**src/logic/acs_conv_regs.vh**
```
`ifndef ACS_CONV_REGS_VH
`define ACS_CONV_REGS_VH
// Overview of operation
// - a conversion ends twenty master periods after its start, then the result is ready
// - full self-calibration keeps the block occupied for 250026 master periods
// - internal DAC plus system full-scale calibration takes 222228 master periods
// - system offset calibration takes 27798 master periods
// - edge select high uses serial edges as named, low uses the opposite edges
// - in interface modes four and five the block drives serial clock at master rate
// - a generated serial clock is high half and low half of one master period
// - shared data pin turns output after a rising edge, input after a later one
// - data output floats while frame sync is high, drives after it falls when the data pin is not shared
// - power bits: both high partial power-down, high and low full power-down

// ------------------------------------------------------------
// register offsets
// ------------------------------------------------------------
`define ACS_ADDR_CTRL        4'h0
`define ACS_ADDR_STATUS      4'h4
`define ACS_ADDR_RESULT      4'h8
`define ACS_ADDR_RXDATA      4'hc

// ------------------------------------------------------------
// control fields
// ------------------------------------------------------------
`define ACS_CTRL_CONV_BIT    0
`define ACS_CTRL_CAL_BIT     1
`define ACS_CTRL_CALSEL_LO   2
`define ACS_CTRL_CALSEL_HI   3
`define ACS_CTRL_PM_LO_BIT   4
`define ACS_CTRL_PM_HI_BIT   5
`define ACS_CTRL_MODE_LO     6
`define ACS_CTRL_MODE_HI     8
`define ACS_CTRL_SHARED_BIT  9
`define ACS_CTRL_RESET       16'h0000

// ------------------------------------------------------------
// status fields
// ------------------------------------------------------------
`define ACS_STAT_BUSY_BIT    0
`define ACS_STAT_READY_BIT   1
`define ACS_STAT_PPD_BIT     2
`define ACS_STAT_FPD_BIT     3

// ------------------------------------------------------------
// calibration selections and interface modes
// ------------------------------------------------------------
`define ACS_CAL_FULL         2'h0
`define ACS_CAL_DAC_FS       2'h1
`define ACS_CAL_OFFSET       2'h2
`define ACS_MODE_INT_LO      3'h4
`define ACS_MODE_INT_HI      3'h5

// ------------------------------------------------------------
// timing, in master clock periods
// ------------------------------------------------------------
// sized to the timer width so the cycle products need no truncation
`define ACS_MCLK_CYC_PER_PERIOD 19'h0_0002
`define ACS_CONV_PERIODS     19'h0_0014
`define ACS_CAL_FULL_PERIODS 19'h3_d0aa
`define ACS_CAL_DACFS_PERIODS 19'h3_6414
`define ACS_CAL_OFS_PERIODS  19'h0_6c96
`define ACS_FRAME_BITS       5'h10
`define ACS_RESULT_RESET     14'h0000
`endif

```
**src/logic/acs_conv_ctrl.v**
```verilog
`include "acs_conv_regs.vh"

module acs_conv_ctrl #(
    parameter [18:0] CAL_FULL_CYC  = `ACS_CAL_FULL_PERIODS * `ACS_MCLK_CYC_PER_PERIOD,
    parameter [18:0] CAL_DACFS_CYC = `ACS_CAL_DACFS_PERIODS * `ACS_MCLK_CYC_PER_PERIOD,
    parameter [18:0] CAL_OFS_CYC   = `ACS_CAL_OFS_PERIODS * `ACS_MCLK_CYC_PER_PERIOD
) (
    input  wire        mclk_in,
    input  wire        rst_n_in,
    input  wire [3:0]  reg_addr_in,
    input  wire [15:0] reg_wdata_in,
    input  wire        reg_wr_in,
    input  wire        reg_rd_in,
    output reg  [15:0] reg_rdata_out,
    input  wire        conversion_start_n_in,
    input  wire [13:0] sample_data_in,
    input  wire        polarity_in,
    input  wire        sclk_in,
    output wire        sclk_out,
    output wire        sclk_oe_out,
    input  wire        sync_n_in,
    output wire        dout_out,
    output reg         dout_oe_out,
    input  wire        din_in,
    output wire        din_out,
    output reg         din_oe_out,
    output reg         busy_out,
    output reg         result_ready_out,
    output reg         partial_pd_out,
    output reg         full_pd_out
);
    localparam [18:0] CONV_CYC = `ACS_CONV_PERIODS * `ACS_MCLK_CYC_PER_PERIOD;
    localparam [1:0]  ST_IDLE  = 2'h0;
    localparam [1:0]  ST_CONV  = 2'h1;
    localparam [1:0]  ST_CAL   = 2'h2;

    // ------------------------------------------------------------
    // pin synchronisers
    // ------------------------------------------------------------
    wire cst_n_s;
    wire pol_s;
    wire sclk_s;
    wire sync_n_s;
    wire din_s;

    acs_sync2 u_sync_cst (.mclk_in(mclk_in), .rst_n_in(rst_n_in), .d_in(conversion_start_n_in),
                          .rst_val_in(1'b1), .q_out(cst_n_s));
    acs_sync2 u_sync_pol (.mclk_in(mclk_in), .rst_n_in(rst_n_in), .d_in(polarity_in),
                          .rst_val_in(1'b1), .q_out(pol_s));
    acs_sync2 u_sync_sck (.mclk_in(mclk_in), .rst_n_in(rst_n_in), .d_in(sclk_in),
                          .rst_val_in(1'b0), .q_out(sclk_s));
    acs_sync2 u_sync_fs  (.mclk_in(mclk_in), .rst_n_in(rst_n_in), .d_in(sync_n_in),
                          .rst_val_in(1'b1), .q_out(sync_n_s));
    acs_sync2 u_sync_din (.mclk_in(mclk_in), .rst_n_in(rst_n_in), .d_in(din_in),
                          .rst_val_in(1'b0), .q_out(din_s));

    // ------------------------------------------------------------
    // control register
    // ------------------------------------------------------------
    reg  [15:0] ctrl_reg;
    reg  [13:0] result_reg;
    reg  [15:0] rx_word_reg;
    wire [2:0]  if_mode    = ctrl_reg[`ACS_CTRL_MODE_HI:`ACS_CTRL_MODE_LO];
    wire        din_shared = ctrl_reg[`ACS_CTRL_SHARED_BIT];
    wire        internal_clk = (if_mode == `ACS_MODE_INT_LO) || (if_mode == `ACS_MODE_INT_HI);
    wire        ctrl_wr    = reg_wr_in && (reg_addr_in == `ACS_ADDR_CTRL);
    wire        sw_conv    = ctrl_wr && reg_wdata_in[`ACS_CTRL_CONV_BIT];
    wire        sw_cal     = ctrl_wr && reg_wdata_in[`ACS_CTRL_CAL_BIT];
    wire        pm_hi      = ctrl_reg[`ACS_CTRL_PM_HI_BIT];
    wire        pm_lo      = ctrl_reg[`ACS_CTRL_PM_LO_BIT];

    always @(posedge mclk_in) begin
        if (!rst_n_in) begin
            ctrl_reg <= `ACS_CTRL_RESET;
        end else if (ctrl_wr) begin
            // start bits are strobes and never stored
            ctrl_reg <= {6'h00, reg_wdata_in[9:2], 2'b00};
        end
    end

    always @(posedge mclk_in) begin
        if (!rst_n_in) begin
            partial_pd_out <= 1'b0;
            full_pd_out    <= 1'b0;
        end else begin
            partial_pd_out <= pm_hi && pm_lo;
            full_pd_out    <= pm_hi && !pm_lo;
        end
    end

    // ------------------------------------------------------------
    // conversion and calibration sequencer
    // ------------------------------------------------------------
    reg        cst_prev_reg;
    reg [1:0]  state_reg;
    reg [18:0] timer_reg;
    wire       pin_conv = cst_prev_reg && !cst_n_s;
    wire       powered  = !pm_hi;
    wire       done     = (state_reg != ST_IDLE) && (timer_reg == 19'h0_0000);
    wire       res_rd   = reg_rd_in && (reg_addr_in == `ACS_ADDR_RESULT);

    function [18:0] cal_len;
        input [1:0] sel;
        begin
            case (sel)
                `ACS_CAL_FULL:   cal_len = CAL_FULL_CYC - 19'h0_0001;
                `ACS_CAL_DAC_FS: cal_len = CAL_DACFS_CYC - 19'h0_0001;
                `ACS_CAL_OFFSET: cal_len = CAL_OFS_CYC - 19'h0_0001;
                default:         cal_len = CAL_FULL_CYC - 19'h0_0001;
            endcase
        end
    endfunction

    // starts while busy or powered down are dropped; the timer runs on mclk_in cycles
    always @(posedge mclk_in) begin
        if (!rst_n_in) begin
            cst_prev_reg     <= 1'b1;
            state_reg        <= ST_IDLE;
            timer_reg        <= 19'h0_0000;
            busy_out         <= 1'b0;
            result_reg       <= `ACS_RESULT_RESET;
            result_ready_out <= 1'b0;
        end else begin
            cst_prev_reg <= cst_n_s;
            if (res_rd) begin
                result_ready_out <= 1'b0;
            end
            case (state_reg)
                ST_IDLE: begin
                    if (powered && sw_cal) begin
                        state_reg <= ST_CAL;
                        timer_reg <= cal_len(reg_wdata_in[`ACS_CTRL_CALSEL_HI:`ACS_CTRL_CALSEL_LO]);
                        busy_out  <= 1'b1;
                    end else if (powered && (sw_conv || pin_conv)) begin
                        state_reg <= ST_CONV;
                        timer_reg <= CONV_CYC - 19'h0_0001;
                        busy_out  <= 1'b1;
                    end
                end
                ST_CONV, ST_CAL: begin
                    if (done) begin
                        state_reg <= ST_IDLE;
                        busy_out  <= 1'b0;
                        if (state_reg == ST_CONV) begin
                            result_reg       <= sample_data_in;
                            result_ready_out <= 1'b1;
                        end
                    end else begin
                        timer_reg <= timer_reg - 19'h0_0001;
                    end
                end
                default: begin
                    state_reg <= ST_IDLE;
                    busy_out  <= 1'b0;
                end
            endcase
        end
    end

    // ------------------------------------------------------------
    // serial clock source
    // ------------------------------------------------------------
    // a master period spans two mclk_in cycles, so the generated clock is
    // high one cycle and low one cycle
    reg mper_reg;

    always @(posedge mclk_in) begin
        if (!rst_n_in) begin
            mper_reg <= 1'b0;
        end else begin
            mper_reg <= !mper_reg;
        end
    end

    assign sclk_out    = mper_reg;
    assign sclk_oe_out = internal_clk;

    // ------------------------------------------------------------
    // serial port
    // ------------------------------------------------------------
    reg         sck_prev_reg;
    reg         fs_prev_reg;
    reg  [15:0] tx_reg;
    reg  [15:0] rx_reg;
    reg  [4:0]  bit_cnt_reg;
    wire        sck_now    = internal_clk ? mper_reg : sclk_s;
    wire        sck_up     = !sck_prev_reg && sck_now;
    wire        sck_dn     = sck_prev_reg && !sck_now;
    wire        named_rise = pol_s ? sck_up : sck_dn;
    wire        named_fall = pol_s ? sck_dn : sck_up;
    wire        frame      = !sync_n_s;
    wire        frame_go   = fs_prev_reg && !sync_n_s;
    wire        frame_end  = !fs_prev_reg && sync_n_s;

    always @(posedge mclk_in) begin
        if (!rst_n_in) begin
            sck_prev_reg <= 1'b0;
            fs_prev_reg  <= 1'b1;
            tx_reg       <= 16'h0000;
            rx_reg       <= 16'h0000;
            rx_word_reg  <= 16'h0000;
            bit_cnt_reg  <= 5'h00;
            dout_oe_out  <= 1'b0;
            din_oe_out   <= 1'b0;
        end else begin
            sck_prev_reg <= sck_now;
            fs_prev_reg  <= sync_n_s;
            dout_oe_out  <= frame && !din_shared;
            if (frame_go) begin
                tx_reg      <= {2'b00, result_reg};
                bit_cnt_reg <= 5'h00;
            end else if (frame_end) begin
                rx_word_reg <= rx_reg;
                din_oe_out  <= 1'b0;
            end else if (frame) begin
                if (named_fall && (bit_cnt_reg != 5'h00)) begin
                    tx_reg <= {tx_reg[14:0], 1'b0};
                end
                if (named_rise && (bit_cnt_reg != `ACS_FRAME_BITS)) begin
                    bit_cnt_reg <= bit_cnt_reg + 5'h01;
                    rx_reg      <= {rx_reg[14:0], din_s};
                    if (din_shared && (bit_cnt_reg == 5'h00)) begin
                        din_oe_out <= 1'b1;
                    end
                    if (bit_cnt_reg == `ACS_FRAME_BITS - 5'h01) begin
                        din_oe_out <= 1'b0;
                    end
                end
            end
        end
    end

    assign dout_out = tx_reg[15];
    assign din_out  = tx_reg[15];

    // ------------------------------------------------------------
    // register read port
    // ------------------------------------------------------------
    always @(posedge mclk_in) begin
        if (!rst_n_in) begin
            reg_rdata_out <= 16'h0000;
        end else if (reg_rd_in) begin
            case (reg_addr_in)
                `ACS_ADDR_CTRL:   reg_rdata_out <= ctrl_reg;
                `ACS_ADDR_STATUS: reg_rdata_out <= {12'h000, full_pd_out, partial_pd_out,
                                                    result_ready_out, busy_out};
                `ACS_ADDR_RESULT: reg_rdata_out <= {2'b00, result_reg};
                `ACS_ADDR_RXDATA: reg_rdata_out <= rx_word_reg;
                default:          reg_rdata_out <= 16'h0000;
            endcase
        end else begin
            reg_rdata_out <= 16'h0000;
        end
    end
endmodule

```
**src/logic/acs_sync2.v**
```verilog
module acs_sync2 (
    input  wire mclk_in,
    input  wire rst_n_in,
    input  wire d_in,
    input  wire rst_val_in,
    output wire q_out
);
    reg meta_reg;
    reg sync_reg;

    // the reset value is a constant at every instance, tied at the port
    always @(posedge mclk_in) begin
        if (!rst_n_in) begin
            meta_reg <= rst_val_in;
            sync_reg <= rst_val_in;
        end else begin
            meta_reg <= d_in;
            sync_reg <= meta_reg;
        end
    end

    assign q_out = sync_reg;
endmodule

```
**config.mk**
```make
export PLATFORM = sky130hd
export DESIGN_NAME = acs_conv_ctrl
export DESIGN_NICKNAME = d
export VERILOG_FILES = /design/src/logic/acs_conv_ctrl.v /design/src/logic/acs_sync2.v
export VERILOG_INCLUDE_DIRS = /design/src /design/src/logic
export SDC_FILE = /design/constraint.sdc
export NUM_CORES = 1
export LEC_CHECK = 0
export BUFFER_PORTS_ARGS = -buffer_cell sky130_fd_sc_hd__buf_4
export CAP_MARGIN = 20
export CORE_AREA = 2 2 103 105
export DETAILED_ROUTE_END_ITERATION = 8
export DIE_AREA = 0 0 105 107
export PLACE_DENSITY = 0.84
export SYNTH_ARGS = -nofsm -noshare
export SYNTH_HDL_FRONTEND = slang
export SYNTH_SLANG_ARGS = --single-unit
```
**constraint.sdc**
```tcl
create_clock -name mclk_in -period 3.15 [get_ports mclk_in]
set_input_delay 0.4725 -clock mclk_in [delete_from_list [all_inputs] [get_ports mclk_in]]
set_output_delay 0.4725 -clock mclk_in [all_outputs]
set_load 0.03 [all_outputs]
```
==> Word-level counts from Yosys, hierarchy flattened <==
Index checks and enable logic that the tools add are counted.
{ "op_classes": {"n_mux": 30, "addsub": 2, "order_cmp": 0, "n_div": 0, "bitwise_logic": 4, "shifts": 0, "n_eq_ne": 17, "reduce_logical": 51, "n_mul": 0} }
{ "op_table": {"columns": ["op", "n"], "rows": [
  ["19-bit case mux with 2 select lines", 2],
  ["16-bit case mux with 4 select lines", 1],
  ["19-bit 2-to-1 mux", 3],
  ["14-bit 2-to-1 mux", 4],
  ["19-bit zero test", 1],
  ["19-bit by 1-bit subtractor with 19-bit output (second input constant)", 1],
  ["1-bit logical AND", 18],
  ["1-bit 2-to-1 mux", 15],
  ["3-bit AND reduction", 5],
  ["2-bit inequality test (second input constant)", 5],
  ["1-bit zero test", 9],
  ["4-bit equality test (second input constant)", 2],
  ["4-bit AND reduction", 2],
  ["2-bit nonzero test", 4],
  ["3-bit equality test (second input constant)", 2],
  ["2-bit 2-to-1 mux", 3],
  ["2-bit AND reduction", 3],
  ["5-bit by 1-bit adder with 5-bit output (second input constant)", 1],
  ["5-bit by 4-bit equality test with 1-bit output (second input constant)", 1],
  ["5-bit zero test", 1],
  ["5-bit inequality test (second input constant)", 1],
  ["5-bit nonzero test", 1],
  ["2-bit by 1-bit equality test with 1-bit output (second input constant)", 2],
  ["2-bit equality test (second input constant)", 2],
  ["10 further kinds", 15]
]} }
{ "totals": {"input_bits": 43, "word_cells": 134, "mem_bits_rw": 0, "mem_bits_ro": 0, "output_inout_bits": 26, "reg_bits": 132, "latchBits": 0, "mem_count": 0} }

==> Depth between registers and ports, before layout <==
{ "logic_depth": {"ltp_word": 11, "depth_mapped": 10, "mapped_depth_nobuf": 7} }

==> By module <==
Synthesis repeated with hierarchy kept, for this count alone.
{ "hier_totals": {"cells_unflattened": 688, "area_unflattened_um2": 5853.1} }
{ "modules_own_cells": {"columns": ["module", "n_inst", "cells_per_inst", "seq_area_each_um2", "area_per_inst_um2"], "rows": [
  ["acs_conv_ctrl", 1, 668, 2442.3, 5540.3],
  ["acs_sync2", 5, 4, 40.0, 62.6]
]} }

==> Least setup slack after synthesis <==
OpenSTA, ideal clock, no wires.
{ "synth_timing": {"path_type": "register to register", "start": "register ctrl_reg[8]", "end": "register rx_reg[10]", "required_time_ps": 3031, "setup_ps": 119, "path_stages_with_launch": 8, "n_path_buf": 2, "synth_period_minus_slack_ps": 2282, "setup_slack_ps": 868, "arrival_ps": 2163, "path_cell_list": "dfxtp_1 > nor2b_4 > mux2i_2 > mux2_4 > or4_4 > buf_6 > buf_8 > mux2i_1"} }
{ "synth_between": {"elab_chain_cells": 8, "word_cells_on_any_way": 10, "cone_classes": "eq/ne (2); mux (2); reduce/logical (6)"} }
{ "synth_rtl": {"columns": ["item", "line", "rtl"], "rows": [
  ["start: declaration", "acs_conv_ctrl.v:60", "reg [15:0] ctrl_reg;"],
  ["start signal: assignment", "acs_conv_ctrl.v:74", "ctrl_reg <= `ACS_CTRL_RESET;"],
  ["start signal: assignment", "acs_conv_ctrl.v:77", "ctrl_reg <= {6'h00, reg_wdata_in[9:2], 2'b00};"],
  ["3-bit equality test (no source line)", null, null],
  ["1-bit logical OR (*)", "acs_conv_ctrl.v:65", "wire internal_clk = (if_mode == `ACS_MODE_INT_LO) || (if_mode == `ACS_MODE_INT_HI);"],
  ["named net sclk_oe_out", "acs_conv_ctrl.v:20", "output wire sclk_oe_out,"],
  ["1-bit 2-to-1 mux (*)", "acs_conv_ctrl.v:186", "wire sck_now = internal_clk ? mper_reg : sclk_s;"],
  ["1-bit zero test", "acs_conv_ctrl.v:188", "wire sck_dn = sck_prev_reg && !sck_now;"],
  ["1-bit logical AND", "acs_conv_ctrl.v:188", null],
  ["1-bit 2-to-1 mux (*)", "acs_conv_ctrl.v:189", "wire named_rise = pol_s ? sck_up : sck_dn;"],
  ["1-bit logical AND (*)", "acs_conv_ctrl.v:219", "if (named_rise && (bit_cnt_reg != `ACS_FRAME_BITS)) begin"],
  ["4-bit AND reduction (no source line) (*)", null, null],
  ["end signal: assignment", "acs_conv_ctrl.v:221", "rx_reg <= {rx_reg[14:0], din_s};"],
  ["end: declaration", "acs_conv_ctrl.v:184", "reg [15:0] rx_reg;"]
]} }
Mark *: on every way through the listed nets, which the timed path passes. The rest lies on a longest branch.
A chain may end at the register's enable or synchronous reset.

==> Worst setup path after layout <==
{ "layout_timing": {"start": "register timer_reg[0]", "end": "register timer_reg[16]"} }
{ "layout_between": {"elab_chain_cells": 4, "word_cells_on_any_way": 7, "cone_classes": "add/sub (1); eq/ne (1); mux (2); reduce/logical (3)"} }
{ "layout_rtl": {"columns": ["item", "line", "rtl"], "rows": [
  ["start: declaration", "acs_conv_ctrl.v:96", "reg [18:0] timer_reg;"],
  ["start signal: assignment", "acs_conv_ctrl.v:132", "timer_reg <= cal_len(reg_wdata_in[`ACS_CTRL_CALSEL_HI:`ACS_CTRL_CALSEL_LO]);"],
  ["start signal: assignment", "acs_conv_ctrl.v:136", "timer_reg <= CONV_CYC - 19'h0_0001;"],
  ["start signal: assignment", "acs_conv_ctrl.v:149", "timer_reg <= timer_reg - 19'h0_0001;"],
  ["branches (longest 4 deep; another with 19-bit by 1-bit subtractor with 19-bit output)", null, null]
]} }
Several ways; the timed one is not identified. The select of a mux whose other input is x is not followed.

==> flow_summary.json <==
{
  "clk_latency_ps": 520,
  "ys_seq_area_frac": 0.462,
  "io_pins": 69,
  "hold_buffers": 0,
  "grt_start_max_net_pins": 56,
  "cp.arrival_ps": 2860,
  "largest_reg_flops": 19,
  "fp.dieW_um": 105,
  "drt_iter0_drc": 615,
  "ant_nets": 0,
  "htree_levels": 4,
  "postSynth.asyncResetShare": 0,
  "timing.hold.ws_ps": 133,
  "vias": 5320,
  "hold_viol": 0,
  "finalSetupTns_ps": 0,
  "initial_core_util": 0.567,
  "endpoint_kind": "register",
  "cts_setup_buffers": 0,
  "p_leak_nw": 2.69,
  "cts_root_buf": "clkbuf_8",
  "syn_nets": 724,
  "setup_slack_ps": 700,
  "antenna_cells": 0,
  "routedWlPerCell_um": 17.6,
  "drcViolationCount": 0,
  "powerDensity_mw_per_mm2": 603,
  "grt_pass1_wl_um": 24700,
  "fmax_ghz": 0.408,
  "core_mm2": 0.0101,
  "first_pass_iters": 8,
  "min_period_ps": 2450,
  "finalSetupViolCount": 0,
  "fillers": 770,
  "min_path_type": "input port to register",
  "regArea_mm2": 0.00264,
  "grt_setup_unrepaired": "false",
  "routed_via_density": 6.14,
  "synth_edf_count": 0,
  "fp.dieArea_mm2": 0.0112,
  "tightest_slew_ps": 966,
  "detailed_place_hpwl_um": 9860,
  "synth_area_mm2": 0.00572,
  "path_class": "register to register",
  "pre_cts_ws_ps": 658,
  "finalClockSkew_ps": 9.19,
  "r2r_end": "timer_reg[16]",
  "synth.avg_cell_area_um2": 8.53,
  "place.gp.congestion": 0.884,
  "path_clk_slew_ps": 60,
  "reg2reg_depth": 7,
  "yosys_warnings": 0,
  "drive_above_1_share": 0.168,
  "relSlewSlack": 0.355,
  "dp_cells": 834,
  "synthCells": 671,
  "critical_path.max_fanout": 11,
  "ys_types": 59,
  "start_kind": "register",
  "nets": 770,
  "min_from": "sync_n_in",
  "grt_pass1_vias": 5113,
  "cts_buffers": 17,
  "whs_endpoint": "u_sync_fs.meta_reg",
  "portBuffers": 62,
  "worst-r2r-setup-slack_ps": 700,
  "grt_usage": 0.276,
  "yosys_most_used_dff": "dfxtp_1",
  "multi_input_area_mm2": 0.00281,
  "required_ps": 3560,
  "outcome": "completed",
  "hold_depth": 2,
  "areaGrowthSynthToFinish_pct": 19.8,
  "cts.sinks": 132,
  "final_cells": 866,
  "overflow": 0,
  "post_cts_resized": 0,
  "ys_ff_latch": 132,
  "antenna_found_initial": 0,
  "clockBufferDepth": 2,
  "ir_drop_v": 0.000329,
  "totalWireLength_um": 15200,
  "fp-row-count": 37,
  "cts_tree": "yes",
  "fp.dieH_um": 107,
  "maxCapViolCount": 0,
  "slew_violations": 0,
  "period_share": 0.778,
  "power_mw": 4.13,
  "reg2reg_from": "timer_reg[0]"
}
cell type report:
| type | count | area share |
|---|---|---|
| well taps | 136 | 0.0248 |
| clock inverters | 14 | 0.0290 |
| repair buffers | 73 | 0.0799 |
| flip-flops and latches | 132 | 0.385 |
| clock buffers | 18 | 0.0624 |
| inverters | 16 | 0.00876 |
| multi-input cells | 477 | 0.410 |
cells in the final DEF, fill, tap and decap left out, types with 14 or more instances in the layout:
cell / instances
nor2_1: 39
a21oi_1: 65
nand3_1: 35
dfxtp_1: 132
buf_4: 73
inv_1: 14
clkbuf_16: 16
o21ai_0: 47
nand2_1: 109
mux2i_1: 32
critical path, cell delays in order, from the launching register on:
cell and delay [ps]:
dfxtp_1 360, inv_1 80, ha_1 240, nor2b_1 350
and3_1 400, a211o_2 240, nand2_1 300, a32o_1 370
metal layers:
layer	track usage	wire (µm)	vias up
li1	-	-	2473
met1	0.343	5970	2510
met2	0.463	7540	304
met3	0.0663	1380	33
met4	0.105	301	0
met5	0	0	-
logic make-up (layout without fill, tap and decap cells):
kind of cell | after synthesis | in the layout | synth area share
and+or+nand+nor | 259 | 259 | 0.219
AOI/OAI and AO/OA | 170 | 170 | 0.177
DFF | 132 | 132 | 0.462
buffers and inverters | 62 | 121 | 0.0472
muxes | 37 | 37 | 0.0709
adders and majority gates | 10 | 10 | 0.0219
xor gates and xnor gates | 1 | 1 | 0.00153
metrics by stage:
step	instance area, µm²	util
final	6860	0.679
after global placement	6230	0.617
after CTS	6860	0.679
after global routing	6860	0.679
after detailed placement	6230	0.617
after floorplan	5720	-
power breakdown:
group / total, mW / leakage [nW] / internal [mW] / switching, mW
clock network: 2.08 / 0.306 / 1.32 / 0.761
registers: 1.72 / 1.07 / 1.70 / 0.0234
logic: 0.333 / 1.31 / 0.124 / 0.209
total: 4.13 / 2.69 / 3.14 / 0.993
cells in the mapped netlist (11+ instances only):
library cell	instances	area (µm²)
a21oi_1	65	325
a31oi_1	13	81.3
clkbuf_1	28	105
a32o_1	13	130
nand2_1	109	409
and2_1	11	68.8
dfxtp_1	132	2640
mux2i_1	32	320
nor2_1	39	146
o21ai_0	47	235
inv_1	14	52.6
nand3_1	35	175
how the worst max path moves through the flow:
| stage | slack, ps | startpoint | to |
|---|---|---|---|
| floorplan | 870 | ctrl_reg[8] | rx_reg[10] |
| global placement | 700 | reg_addr_in[1] | timer_reg[4] |
| detailed placement | 660 | reg_addr_in[2] | timer_reg[9] |
| CTS | 770 | timer_reg[0] | timer_reg[16] |
| global route | 500 | timer_reg[0] | result_reg[2] |
| finish | 700 | timer_reg[0] | timer_reg[16] |
Power figures use the tool's default switching activity.
